`src/mcsr_pkg.sv`:
```
// package: offsets, field positions and reset values of the control/status register bank
package mcsr_pkg;
  // ****************************************************************
  // register offsets
  // ****************************************************************
  localparam logic [7:0] MCSR_OFF_PWR = 8'h08;
  localparam logic [7:0] MCSR_OFF_WAKE = 8'h09;
  localparam logic [7:0] MCSR_OFF_PCHB = 8'h0A;
  localparam logic [7:0] MCSR_OFF_PDN = 8'h0B;
  localparam logic [7:0] MCSR_OFF_PUB = 8'h0C;
  localparam logic [7:0] MCSR_OFF_PUC = 8'h0D;
  localparam logic [7:0] MCSR_OFF_IMASK = 8'h0E;
  localparam logic [7:0] MCSR_OFF_IFLAG = 8'h0F;
  localparam logic [7:0] MCSR_OFF_ACCUM = 8'h10;
  localparam logic [7:0] MCSR_OFF_OPT = 8'h11;
  localparam logic [7:0] MCSR_OFF_DIRB = 8'h12;
  // ****************************************************************
  // field positions
  // ****************************************************************
  localparam int MCSR_PWR_WAKEC = 0;
  localparam int MCSR_PWR_ODC = 1;
  localparam int MCSR_PWR_ROPT = 4;
  localparam int MCSR_PWR_LVD = 5;
  localparam int MCSR_PWR_PINSEL = 6;
  localparam int MCSR_PWR_WDT = 7;
  localparam int MCSR_IRQ_TMR = 0;
  localparam int MCSR_IRQ_EXT0 = 2;
  localparam int MCSR_IRQ_EXT1 = 3;
  localparam int MCSR_IRQ_GLOBAL = 7;
  localparam int MCSR_OPT_EDGE = 6;
  // ****************************************************************
  // writable masks and reset values
  // ****************************************************************
  localparam logic [7:0] MCSR_PWR_MASK = 8'hF3;
  localparam logic [7:0] MCSR_PCHB_MASK = 8'h0F;
  localparam logic [7:0] MCSR_IMASK_MASK = 8'h8D;
  localparam logic [7:0] MCSR_IFLAG_MASK = 8'h0D;
  localparam logic [7:0] MCSR_RST_PWR = 8'h81;
  localparam logic [7:0] MCSR_RST_ONES = 8'hFF;
  localparam logic [7:0] MCSR_RST_ZERO = 8'h00;
  localparam logic [7:0] MCSR_RST_OPT = 8'hBF;
endpackage

```
`src/mcsr_edge.sv`:
```
// module: synchronous edge detector for one pin with selectable edge
`timescale 1ns/100ps
module mcsr_edge
  import mcsr_pkg::*;
(
  // clocking
  input wire logic clk_i,
  input wire logic rst_b_i,
  input wire logic en_i,
  // pin and control
  input wire logic pin_i,
  input wire logic rise_i,
  // result
  output logic edge_o
);
  logic prev_q;

  // remember last level; reset high so a high pin at start is no edge
  always_ff @(posedge clk_i) begin
    if (!rst_b_i) begin
      prev_q <= 1'b1;
    end else if (en_i) begin
      prev_q <= pin_i;
    end
  end

  // rise_i picks rising, otherwise falling
  always_comb begin
    if (rise_i) begin
      edge_o = en_i & pin_i & ~prev_q;
    end else begin
      edge_o = en_i & ~pin_i & prev_q;
    end
  end
endmodule // mcsr_edge

```
`src/mcsr_pin_ctl.sv`:
```
// module: per-pin weak pull gating against output direction
`timescale 1ns/100ps
module mcsr_pin_ctl
  import mcsr_pkg::*;
(
  // settings, all active low enables
  input wire logic [7:0] pull_dis_i,
  // direction, 1 = input
  input wire logic [7:0] dir_in_i,
  // resulting active-high pull enables
  output logic [7:0] pull_on_o
);
  // pulls only act on input pins
  genvar g;
  generate
    for (g = 0; g < 8; g++) begin : g_pin
      assign pull_on_o[g] = ~pull_dis_i[g] & dir_in_i[g];
    end
  endgenerate
endmodule // mcsr_pin_ctl

```
`src/mcsr_regs.sv`:
```
// module: control/status register bank with interrupt flags and pin controls
//
// Notes on behaviour
// - power bit 0 low enables port C wake
// - power bit 1 makes C6/C7 open-drain
// - power bit 4 enables resistor-option sensing
// - power bit 5 enables low-voltage detector
// - pin-select 0: B0 plain I/O, irq masked
// - pin-select 1: B0 is ext irq0
// - power bit 7 enables watchdog
// - wake register bits low enable B wake
// - page buffer holds four low bits
// - page buffer bits 3:2 select page
// - pull-down register active low, A0-3/B0-3
// - port B pull-high active low
// - port C pull-high active low
// - mask bits 0,2,3 enable sources
// - mask bit 7 is global enable
// - taken interrupt clears global enable
// - return from interrupt sets global enable
// - timer flag set by overflow, sticky
// - ext0 flag on selected edge, sticky
// - ext1 flag on falling edge, sticky
// - unused bits read zero
// - edge select 1 rising, 0 falling
// - pulls off on output pins
// - B0 wake off when ext irq
`timescale 1ns/100ps
module mcsr_regs
  import mcsr_pkg::*;
(
  // clock and reset
  input wire logic clk_i,
  input wire logic rst_b_i,
  input wire logic clk_en_i,
  // register port
  input wire logic [7:0] addr_i,
  input wire logic [7:0] wdata_i,
  input wire logic wr_i,
  input wire logic rd_i,
  output logic [7:0] rdata_o,
  // core events
  input wire logic timer_ovf_i,
  input wire logic ret_irq_i,
  // pins
  input wire logic ext_irq1_pin_i,
  input wire logic [7:0] portb_pins_i,
  input wire logic [7:0] portc_pins_i,
  input wire logic [7:0] porta_dir_i,
  input wire logic [7:0] portc_dir_i,
  // control outputs
  output logic irq_o,
  output logic watchdog_enable_o,
  output logic low_voltage_detect_enable_o,
  output logic resistor_option_enable_o,
  output logic portc_hi_open_drain_o,
  output logic ext_irq_pin_select_o,
  output logic [1:0] page_o,
  output logic [3:0] pc_high_o,
  output logic [7:0] portb_wake_en_o,
  output logic [1:0] portc_wake_en_o,
  output logic [7:0] pulldown_on_o,
  output logic [7:0] portb_pullup_on_o,
  output logic [7:0] portc_pullup_on_o,
  output logic [1:0] portc_ropt_bits_o,
  output logic [7:0] portb_read_o
);
  // ****************************************************************
  // register storage
  // ****************************************************************
  logic [7:0] power_control_q;
  logic [7:0] portb_wakeup_control_q;
  logic [7:0] pc_high_buffer_q;
  logic [7:0] pulldown_control_q;
  logic [7:0] portb_pullup_control_q;
  logic [7:0] portc_pullup_control_q;
  logic [7:0] interrupt_mask_q;
  logic [7:0] interrupt_flags_q;
  logic [7:0] accumulator_q;
  logic [7:0] option_q;
  logic [7:0] portb_dir_q;
  logic [7:0] flags_d;
  logic [7:0] rdata_d;
  logic ext0_edge;
  logic ext1_edge;
  logic ext0_pin;
  logic take_irq;
  logic [7:0] pd_on;
  logic [7:0] pub_on;
  logic [7:0] puc_on;
  logic [7:0] pd_dir;
  logic wr_any;

  assign wr_any = clk_en_i & wr_i;

  // ****************************************************************
  // plain configuration registers
  // ****************************************************************
  // unused bits are masked at the write so they always read zero
  always_ff @(posedge clk_i) begin
    if (!rst_b_i) begin
      power_control_q <= MCSR_RST_PWR;
      portb_wakeup_control_q <= MCSR_RST_ONES;
      pc_high_buffer_q <= MCSR_RST_ZERO;
      pulldown_control_q <= MCSR_RST_ONES;
      portb_pullup_control_q <= MCSR_RST_ONES;
      portc_pullup_control_q <= MCSR_RST_ONES;
      accumulator_q <= MCSR_RST_ZERO;
      option_q <= MCSR_RST_OPT;
      portb_dir_q <= MCSR_RST_ONES;
    end else if (wr_any) begin
      case (addr_i)
        MCSR_OFF_PWR: power_control_q <= wdata_i & MCSR_PWR_MASK;
        MCSR_OFF_WAKE: portb_wakeup_control_q <= wdata_i;
        MCSR_OFF_PCHB: pc_high_buffer_q <= wdata_i & MCSR_PCHB_MASK;
        MCSR_OFF_PDN: pulldown_control_q <= wdata_i;
        MCSR_OFF_PUB: portb_pullup_control_q <= wdata_i;
        MCSR_OFF_PUC: portc_pullup_control_q <= wdata_i;
        MCSR_OFF_ACCUM: accumulator_q <= wdata_i;
        MCSR_OFF_OPT: option_q <= wdata_i;
        MCSR_OFF_DIRB: portb_dir_q <= wdata_i;
        default: ;
      endcase
    end
  end

  // ****************************************************************
  // interrupt sources
  // ****************************************************************
  // ext0 only sees the pin when selected, otherwise held idle high
  assign ext0_pin = power_control_q[MCSR_PWR_PINSEL] ? portb_pins_i[0] : 1'b1;

  mcsr_edge u_edge0 (
    .clk_i(clk_i),
    .rst_b_i(rst_b_i),
    .en_i(clk_en_i),
    .pin_i(ext0_pin),
    .rise_i(option_q[MCSR_OPT_EDGE]),
    .edge_o(ext0_edge)
  );

  mcsr_edge u_edge1 (
    .clk_i(clk_i),
    .rst_b_i(rst_b_i),
    .en_i(clk_en_i),
    .pin_i(ext_irq1_pin_i),
    .rise_i(1'b0),
    .edge_o(ext1_edge)
  );

  // software write first, then hardware sets so a set wins the clear
  always_comb begin
    flags_d = interrupt_flags_q;
    if (wr_any && addr_i == MCSR_OFF_IFLAG) begin
      flags_d = wdata_i & MCSR_IFLAG_MASK;
    end
    if (timer_ovf_i) begin
      flags_d[MCSR_IRQ_TMR] = 1'b1;
    end
    if (ext0_edge && power_control_q[MCSR_PWR_PINSEL]) begin
      flags_d[MCSR_IRQ_EXT0] = 1'b1;
    end
    if (ext1_edge) begin
      flags_d[MCSR_IRQ_EXT1] = 1'b1;
    end
  end

  always_ff @(posedge clk_i) begin
    if (!rst_b_i) begin
      interrupt_flags_q <= MCSR_RST_ZERO;
    end else if (clk_en_i) begin
      interrupt_flags_q <= flags_d;
    end
  end

  // a request is an enabled flag under the global enable
  assign take_irq = interrupt_mask_q[MCSR_IRQ_GLOBAL] &
    (|(interrupt_flags_q & interrupt_mask_q & MCSR_IFLAG_MASK));

  // ****************************************************************
  // interrupt mask and global enable handshake
  // ****************************************************************
  // hardware clear beats a software write in the same cycle, so a
  // taken interrupt can never be re-armed by a racing store
  always_ff @(posedge clk_i) begin
    if (!rst_b_i) begin
      interrupt_mask_q <= MCSR_RST_ZERO;
    end else if (clk_en_i) begin
      if (wr_i && addr_i == MCSR_OFF_IMASK) begin
        interrupt_mask_q <= wdata_i & MCSR_IMASK_MASK;
      end
      if (ret_irq_i) begin
        interrupt_mask_q[MCSR_IRQ_GLOBAL] <= 1'b1;
      end
      if (take_irq) begin
        interrupt_mask_q[MCSR_IRQ_GLOBAL] <= 1'b0;
      end
    end
  end

  // request pulse registered so the output comes from a flop
  always_ff @(posedge clk_i) begin
    if (!rst_b_i) begin
      irq_o <= 1'b0;
    end else if (clk_en_i) begin
      irq_o <= take_irq;
    end
  end

  // ****************************************************************
  // pull gating
  // ****************************************************************
  // pull-down register covers A0-3 in low nibble, B0-3 in high nibble
  assign pd_dir = {portb_dir_q[3:0], porta_dir_i[3:0]};

  mcsr_pin_ctl u_pd (
    .pull_dis_i(pulldown_control_q),
    .dir_in_i(pd_dir),
    .pull_on_o(pd_on)
  );

  mcsr_pin_ctl u_pub (
    .pull_dis_i(portb_pullup_control_q),
    .dir_in_i(portb_dir_q),
    .pull_on_o(pub_on)
  );

  mcsr_pin_ctl u_puc (
    .pull_dis_i(portc_pullup_control_q),
    .dir_in_i(portc_dir_i),
    .pull_on_o(puc_on)
  );

  // ****************************************************************
  // control outputs
  // ****************************************************************
  // all outputs registered; one cycle behind the register they mirror
  always_ff @(posedge clk_i) begin
    if (!rst_b_i) begin
      watchdog_enable_o <= 1'b0;
      low_voltage_detect_enable_o <= 1'b0;
      resistor_option_enable_o <= 1'b0;
      portc_hi_open_drain_o <= 1'b0;
      ext_irq_pin_select_o <= 1'b0;
      page_o <= 2'h0;
      pc_high_o <= 4'h0;
      portb_wake_en_o <= 8'h00;
      portc_wake_en_o <= 2'h0;
      pulldown_on_o <= 8'h00;
      portb_pullup_on_o <= 8'h00;
      portc_pullup_on_o <= 8'h00;
      portc_ropt_bits_o <= 2'h3;
      portb_read_o <= 8'h00;
    end else if (clk_en_i) begin
      watchdog_enable_o <= power_control_q[MCSR_PWR_WDT];
      low_voltage_detect_enable_o <= power_control_q[MCSR_PWR_LVD];
      resistor_option_enable_o <= power_control_q[MCSR_PWR_ROPT];
      portc_hi_open_drain_o <= power_control_q[MCSR_PWR_ODC];
      ext_irq_pin_select_o <= power_control_q[MCSR_PWR_PINSEL];
      page_o <= pc_high_buffer_q[3:2];
      pc_high_o <= pc_high_buffer_q[3:0];
      portb_wake_en_o <= ~portb_wakeup_control_q &
        {7'h7F, ~power_control_q[MCSR_PWR_PINSEL]};
      portc_wake_en_o <= {2{~power_control_q[MCSR_PWR_WAKEC]}};
      pulldown_on_o <= pd_on;
      portb_pullup_on_o <= pub_on;
      portc_pullup_on_o <= puc_on;
      // sensed resistor pulls the pin low: 0 present, 1 absent
      portc_ropt_bits_o <= power_control_q[MCSR_PWR_ROPT] ?
        portc_pins_i[1:0] : 2'h3;
      // port B reads the pin level even when B0 is the irq pin
      portb_read_o <= portb_pins_i;
    end
  end

  // ****************************************************************
  // read path
  // ****************************************************************
  // unmapped addresses read zero; data valid the cycle after the strobe
  always_comb begin
    case (addr_i)
      MCSR_OFF_PWR: rdata_d = power_control_q;
      MCSR_OFF_WAKE: rdata_d = portb_wakeup_control_q;
      MCSR_OFF_PCHB: rdata_d = pc_high_buffer_q;
      MCSR_OFF_PDN: rdata_d = pulldown_control_q;
      MCSR_OFF_PUB: rdata_d = portb_pullup_control_q;
      MCSR_OFF_PUC: rdata_d = portc_pullup_control_q;
      MCSR_OFF_IMASK: rdata_d = interrupt_mask_q;
      MCSR_OFF_IFLAG: rdata_d = interrupt_flags_q;
      MCSR_OFF_ACCUM: rdata_d = accumulator_q;
      MCSR_OFF_DIRB: rdata_d = portb_dir_q;
      default: rdata_d = 8'h00;
    endcase
  end

  always_ff @(posedge clk_i) begin
    if (!rst_b_i) begin
      rdata_o <= 8'h00;
    end else if (clk_en_i) begin
      rdata_o <= rd_i ? rdata_d : 8'h00;
    end
  end

  // ****************************************************************
  // checks
  // ****************************************************************
  unused_zero_a: assert property (
    @(posedge clk_i) disable iff (!rst_b_i)
    (power_control_q[3:2] == 2'h0) && (interrupt_mask_q[6:4] == 3'h0) &&
    (interrupt_flags_q[7:4] == 4'h0) && !interrupt_flags_q[1])
    else $error("unused register bit set");

  global_clear_a: assert property (
    @(posedge clk_i) disable iff (!rst_b_i)
    (clk_en_i && take_irq) |=> !interrupt_mask_q[MCSR_IRQ_GLOBAL])
    else $error("global enable not cleared on taken interrupt");

  global_return_a: assert property (
    @(posedge clk_i) disable iff (!rst_b_i)
    (clk_en_i && ret_irq_i && !take_irq) |=> interrupt_mask_q[MCSR_IRQ_GLOBAL])
    else $error("return did not set global enable");

  timer_flag_a: assert property (
    @(posedge clk_i) disable iff (!rst_b_i)
    (clk_en_i && timer_ovf_i) |=> interrupt_flags_q[MCSR_IRQ_TMR])
    else $error("timer flag not set");

  ext1_flag_a: assert property (
    @(posedge clk_i) disable iff (!rst_b_i)
    (clk_en_i && ext1_edge) |=> interrupt_flags_q[MCSR_IRQ_EXT1])
    else $error("ext1 flag not set");

  ext0_mask_a: assert property (
    @(posedge clk_i) disable iff (!rst_b_i)
    (clk_en_i && !power_control_q[MCSR_PWR_PINSEL] && !interrupt_flags_q[MCSR_IRQ_EXT0]
     && !(wr_i && addr_i == MCSR_OFF_IFLAG)) |=> !interrupt_flags_q[MCSR_IRQ_EXT0])
    else $error("ext0 flag set while pin not selected");

  // a frozen cycle holds the request, so only look after a live edge
  irq_out_a: assert property (
    @(posedge clk_i) disable iff (!rst_b_i)
    (irq_o && $past(clk_en_i)) |-> $past(interrupt_mask_q[MCSR_IRQ_GLOBAL]))
    else $error("request without global enable");

  b0_wake_a: assert property (
    @(posedge clk_i) disable iff (!rst_b_i)
    (clk_en_i && power_control_q[MCSR_PWR_PINSEL]) |=> !portb_wake_en_o[0])
    else $error("b0 wake enabled while irq pin");
endmodule // mcsr_regs

```
`config.mk`:
```
export PLATFORM = sky130hd
export DESIGN_NAME = mcsr_regs
export DESIGN_NICKNAME = d
export VERILOG_FILES = /design/src/mcsr_pkg.sv /design/src/mcsr_edge.sv /design/src/mcsr_pin_ctl.sv /design/src/mcsr_regs.sv
export SDC_FILE = /design/constraint.sdc
export NUM_CORES = 1
export LEC_CHECK = 0
export BUFFER_PORTS_ARGS = -buffer_cell sky130_fd_sc_hd__buf_4
export CORE_MARGIN = 1.5
export CORE_UTILIZATION = 54
export CTS_CLUSTER_DIAMETER = 40
export DETAILED_ROUTE_END_ITERATION = 16
export GPL_TIMING_DRIVEN = 0
export HOLD_SLACK_MARGIN = 0.06
export PLACE_DENSITY = 0.86
export SYNTH_ARGS = -nofsm -noshare
export SYNTH_HDL_FRONTEND = slang
export SYNTH_SLANG_ARGS = --single-unit
```
`constraint.sdc`:
```
create_clock -name clk_i -period 1.8 [get_ports clk_i]
set_input_delay 0.09 -clock clk_i [delete_from_list [all_inputs] [get_ports clk_i]]
set_output_delay 0.09 -clock clk_i [all_outputs]
set_load 0.03 [all_outputs]
```
=== Word level (Yosys, flattened, before mapping) ===
Cells that the tools add are included.

* Register bits: 137
* Latch bits: 0
* Memory bits (writable): 0
* Bits in read-only memories: 0
* Output and inout port bits: 64
* Word-level logic and storage cells: 141
* Memories: 0

* $add $sub $neg: 0
* Multipliers: 0
* Div/mod/pow operators: 0
* $lt $le $gt $ge: 0
* Eq/ne operators: 11
* Shifts and indexed selects: 0
* Mux-type cells: 12
* Bitwise logic cells: 64
* Reduce and logical (&&, ||, !) cells: 22

{| class="wikitable"
|+ Operators with widths
! kind !! count
|-
| one-hot mux 8 bit (10 select lines) || 1
|-
| equality test 8 x 4 -> 1 bit, second input constant || 8
|-
| bitwise AND 1 bit || 32
|-
| inverter 1 bit || 29
|-
| AND reduction 2 bit || 14
|-
| equality test 8 x 5 -> 1 bit, second input constant || 3
|-
| 2-to-1 mux 8 bit || 2
|-
| bitwise AND 8 bit || 1
|-
| inverter 8 bit || 1
|-
| 2-to-1 mux 1 bit || 7
|-
| nonzero test 2 bit || 3
|-
| bitwise AND 4 bit || 1
|-
| 2-to-1 mux 4 bit || 1
|-
| logical AND 1 bit || 3
|-
| nonzero test 3 bit || 1
|-
| OR reduction 3 bit || 1
|-
| 2-to-1 mux 2 bit || 1
|}

=== Longest topological paths before layout ===
* Depth in word-level cells: 8
* Depth in mapped cells: 7
* Depth with buffers taken out: 4

=== By module ===
A second synthesis with hierarchy kept.

* Cells, all modules: 609
* Area total of the unflattened synthesis: 5,979.5 um2

{| class="wikitable"
|+ By module, submodules not included
! module !! instances !! cells each !! area each (um2)
|-
| mcsr_regs || 1 || 573 || 5,534.1
|-
| mcsr_pin_ctl || 3 || 8 || 110.1
|-
| mcsr_edge || 2 || 6 || 57.6
|}

=== Least setup slack after synthesis ===
OpenSTA, ideal clock, no wires.

* Kind: input-to-reg
* Start: input port addr_i[5]
* End: register pulldown_control_q[7]
* Setup time: 126 ps
* Arrival: 1,448 ps
* Data required time: 1,674 ps
* Path slack: 226 ps
* Cell stages on the path: 5
* Path buffers: 1
* Path through: or3_1 > buf_6 > nor4_4 > mux2i_1 > nand2_1

* Longest elaborated chain between the ends: 2

{| class="wikitable"
|+ Ends and longest elaborated chain
! item !! line !! text
|-
| start: declaration || mcsr_regs.sv:37 || <nowiki>input wire logic [7:0] addr_i,</nowiki>
|-
| equality test 8 x 4 -> 1 bit || mcsr_regs.sv:112 || <nowiki>case (addr_i)</nowiki>
|-
| AND reduction 2 bit (no source line) || - ||
|-
| end signal: assignment || mcsr_regs.sv:116 || <nowiki>MCSR_OFF_PDN: pulldown_control_q <= wdata_i;</nowiki>
|-
| end: declaration || mcsr_regs.sv:74 || <nowiki>logic [7:0] pulldown_control_q;</nowiki>
|}

Every way passes these cells.
A chain may end at the register's enable or synchronous reset.

=== Final worst setup path ===
* Start: input port addr_i[6]
* End: register portb_dir_q[5]

* Longest elaborated chain between the ends: 2

{| class="wikitable"
|+ Ends and longest elaborated chain
! item !! line !! text
|-
| equality test 8 x 5 -> 1 bit || mcsr_regs.sv:112 ||
|-
| AND reduction 2 bit (no source line) || - ||
|-
| end signal: assignment || mcsr_regs.sv:121 || <nowiki>MCSR_OFF_DIRB: portb_dir_q <= wdata_i;</nowiki>
|-
| end: declaration || mcsr_regs.sv:81 || <nowiki>logic [7:0] portb_dir_q;</nowiki>
|}

Every way passes these cells.

==> flow_metrics.env <==
export IMPL_status="finished clean"
export IMPL_crit_fanout=8
export IMPL_placement_setup_worst_slack_ps=-226
export IMPL_drive_above_1_share=0.223
export IMPL_p_per_area_nw_per_um2=979
export IMPL_startpoint="addr_i[6]"
export IMPL_finalHoldViolations=0
export IMPL_nFillCells=647
export IMPL_ys_seq_area_frac=0.466
export IMPL_die_x_um=104
export IMPL_gp_congestion=0.941
export IMPL_fp_dieArea_um2=10900
export IMPL_crit_end="portb_dir_q[5]"
export IMPL_post_synth_top_count_cell="dfxtp_1"
export IMPL_crit_path_end_kind="flop"
export IMPL_regArea_um2=2580
export IMPL_finalSetupViolCount=0
export IMPL_reg2reg_from="power_control_q[4]"
export IMPL_synth_fp_nets=638
export IMPL_min_from="addr_i[7]"
export IMPL_worst_pin_slew_ps=910
export IMPL_first_pass_iters=5
export IMPL_fin_crit_ps=1790
export IMPL_synth_warning_count=0
export IMPL_cap_violations=0
export IMPL_rsz0062_at_grt="true"
export IMPL_grt_overflow=0
export IMPL_syn2layout_area_growth_pct=35.2
export IMPL_irDropWorstVdd_uv=578
export IMPL_startpoint_type="primary input"
export IMPL_clk_pin_slew_ps=60
export IMPL_synth_cell_type_count=53
export IMPL_io_pins=120
export IMPL_ant_nets=0
export IMPL_async_flop_share=0
export IMPL_antenna_found_initial=0
export IMPL_synth_area_um2=5540
export IMPL_placed_area_um2=6460
export IMPL_critPathKind="primary input to flop"
export IMPL_skew_ps=7.51
export IMPL_synth_flop_cell="dfxtp_1"
export IMPL_total_leakage_power_nw=3.25
export IMPL_dieHeight_um=104
export IMPL_clk_insertion_delay_late_ps=540
export IMPL_rows=36
export IMPL_maxSlewHeadroom=0.390
export IMPL_drc=0
export IMPL_drtIter0Drc=503
export IMPL_num_antenna_cells=0
export IMPL_dpl_hpwl_um=12900
export IMPL_ys_seq_elements=129
export IMPL_hp_class="primary input to flop"
export IMPL_slew_viol_final=0
export IMPL_wl_per_cell_um=22.1
export IMPL_total_power_mw=7.33
export IMPL_layout_nets=796
export IMPL_root_buffer="clkbuf_8"
export IMPL_post_cts_setup_buffer_count=0
export IMPL_grt_max_degree=17
export IMPL_io_buffer_count=101
export IMPL_synthCells=582
export IMPL_fmaxAchievable_mhz=559
export IMPL_cts_tree="done"
export IMPL_wl_met3_um=1620
export IMPL_timing_final_crit_share=0.993
export IMPL_setup_tns_ps=0
export IMPL_multiInputGateArea_um2=2650
export IMPL_dr_max_layer_used="met4"
export IMPL_critical_path_arrival_ps=2170
export IMPL_setup_slack_ps=12.3
export IMPL_dr_total_vias=5350
export IMPL_clockBufferDepth=2
export IMPL_r2r_slack_ps=220
export IMPL_clock_sinks=129
export IMPL_cts_inserted_buffers=17
export IMPL_track_usage=0.359
export IMPL_start_util=0.562
export IMPL_htreeDepth=4
export IMPL_wl_met2_um=9230
export IMPL_cts_resized_gates=0
export IMPL_synth_area_leaders="dfxtp_1 47%, mux2i_1 16%, nand2_1 5.4%, nor2_1 3.7%, nand3b_1 3.5%"
export IMPL_r2r_cells=4
export IMPL_grt_pass1_wl_um=29400
export IMPL_synth_edff_count=0
export IMPL_wl_um=19500
export IMPL_r2r_end="rdata_o[4]"
export IMPL_coreArea_um2=9860
export IMPL_whs_ps=76.7
export IMPL_crit_required_ps=2180
export IMPL_routedLengthMet1_um=7720
export IMPL_grt_pass1_vias=5412
export IMPL_syn_area_per_cell_um2=9.52
export IMPL_final_area_um2=7490
export IMPL_synth_commonest_cells="129 x dfxtp_1, 89 x mux2i_1, 80 x nand2_1"
export IMPL_synth_largest_area_cell="dfxtp_1"
export IMPL_vias_per_cell=6.05
export IMPL_yosysTopAreaCellShare=0.466
power breakdown:
part           total, mW  internal (mW)  switching (mW)
combinational      0.596          0.247           0.349
clock               3.83           2.47            1.37
sequential          2.90           2.88          0.0206
total               7.33           5.60            1.74
flip-flops by register name, indices dropped and copies added (netlist names), 4 cells and up:
signal / count
rdata_o: 8
portb_read_o: 8
portb_dir_q: 8
pulldown_on_o: 8
portb_wake_en_o: 8
portc_pullup_on_o: 8
portc_pullup_control_q: 8
power_control_q: 6
pc_high_buffer_q: 4
interrupt_mask_q: 4
pulldown_control_q: 8
accumulator_q: 8
portb_wakeup_control_q: 8
portb_pullup_on_o: 8
portb_pullup_control_q: 8
kinds of logic (layout without fill, tap and decap cells):
| logic type | after synthesis | count (layout) | share of synthesized area |
|---|---|---|---|
| and+or+nand+nor | 215 | 215 | 0.194 |
| DFF | 129 | 129 | 0.466 |
| muxes | 98 | 98 | 0.185 |
| AOI/OAI and AO/OA | 88 | 88 | 0.0987 |
| buffers and inverters | 52 | 222 | 0.0553 |
final cells by class:
cell class                 count  area share
sequential                   129       0.345
clock inverter                12      0.0274
tap                          133      0.0222
multi-input combinational    401       0.354
buffer                        46      0.0379
inverter                       6     0.00301
timing repair buffer         139       0.152
clock buffer                  19      0.0590
metrics by stage:
stage,instances,util
floorplan,582,-
global placement,816,0.655
detailed placement,816,0.655
CTS,885,0.759
global route,885,0.759
finish,885,0.759
how the worst min path moves through the flow:
stage	endpoint	depth (start not counted)	slack [ps]
5_1_grt	option_q[6]	5	90
2_1_floorplan	u_edge0.prev_q	2	210
4_1_cts	option_q[6]	5	70
3_3_place_gp	portc_ropt_bits_o[0]	3	310
6_report	option_q[6]	5	80
3_5_place_dp	portc_ropt_bits_o[1]	3	320
critical path, stage by stage:
cell and delay, ps:
buf_4 120, dlygate4sd3_1 580, nor3_2 350, nand3_1 590
mux2i_1 350, nand2_1 80
layer usage:
metal	vias to the layer above	global-route usage
met4	0	0.211
met1	2570	0.422
met2	333	0.593
li1	2369	-
met3	78	0.0877
met5	-	0
repair_timing:
action                                 in CTS  in global routing
endpoints found under the hold margin      95                  0
setup endpoints to repair                   0                 19
hold buffers                               38                  0
cells in the final DEF (no fill, tap or decap), drive strengths merged, types with 6 or more instances in the layout:
cell,Yosys,final
dlygate4sd3,0,38
buf,20,121
nand2,80,80
a21oi,38,38
a211oi,10,10
a31oi,6,6
nor2,55,55
nor2b,7,7
o21ai,11,11
clkbuf,25,44
nand3,15,15
inv,5,7
mux2i,89,89
dfxtp,129,129
mux2,6,6
nand3b,26,26
No activity file was read; power rests on OpenSTA's default activity.
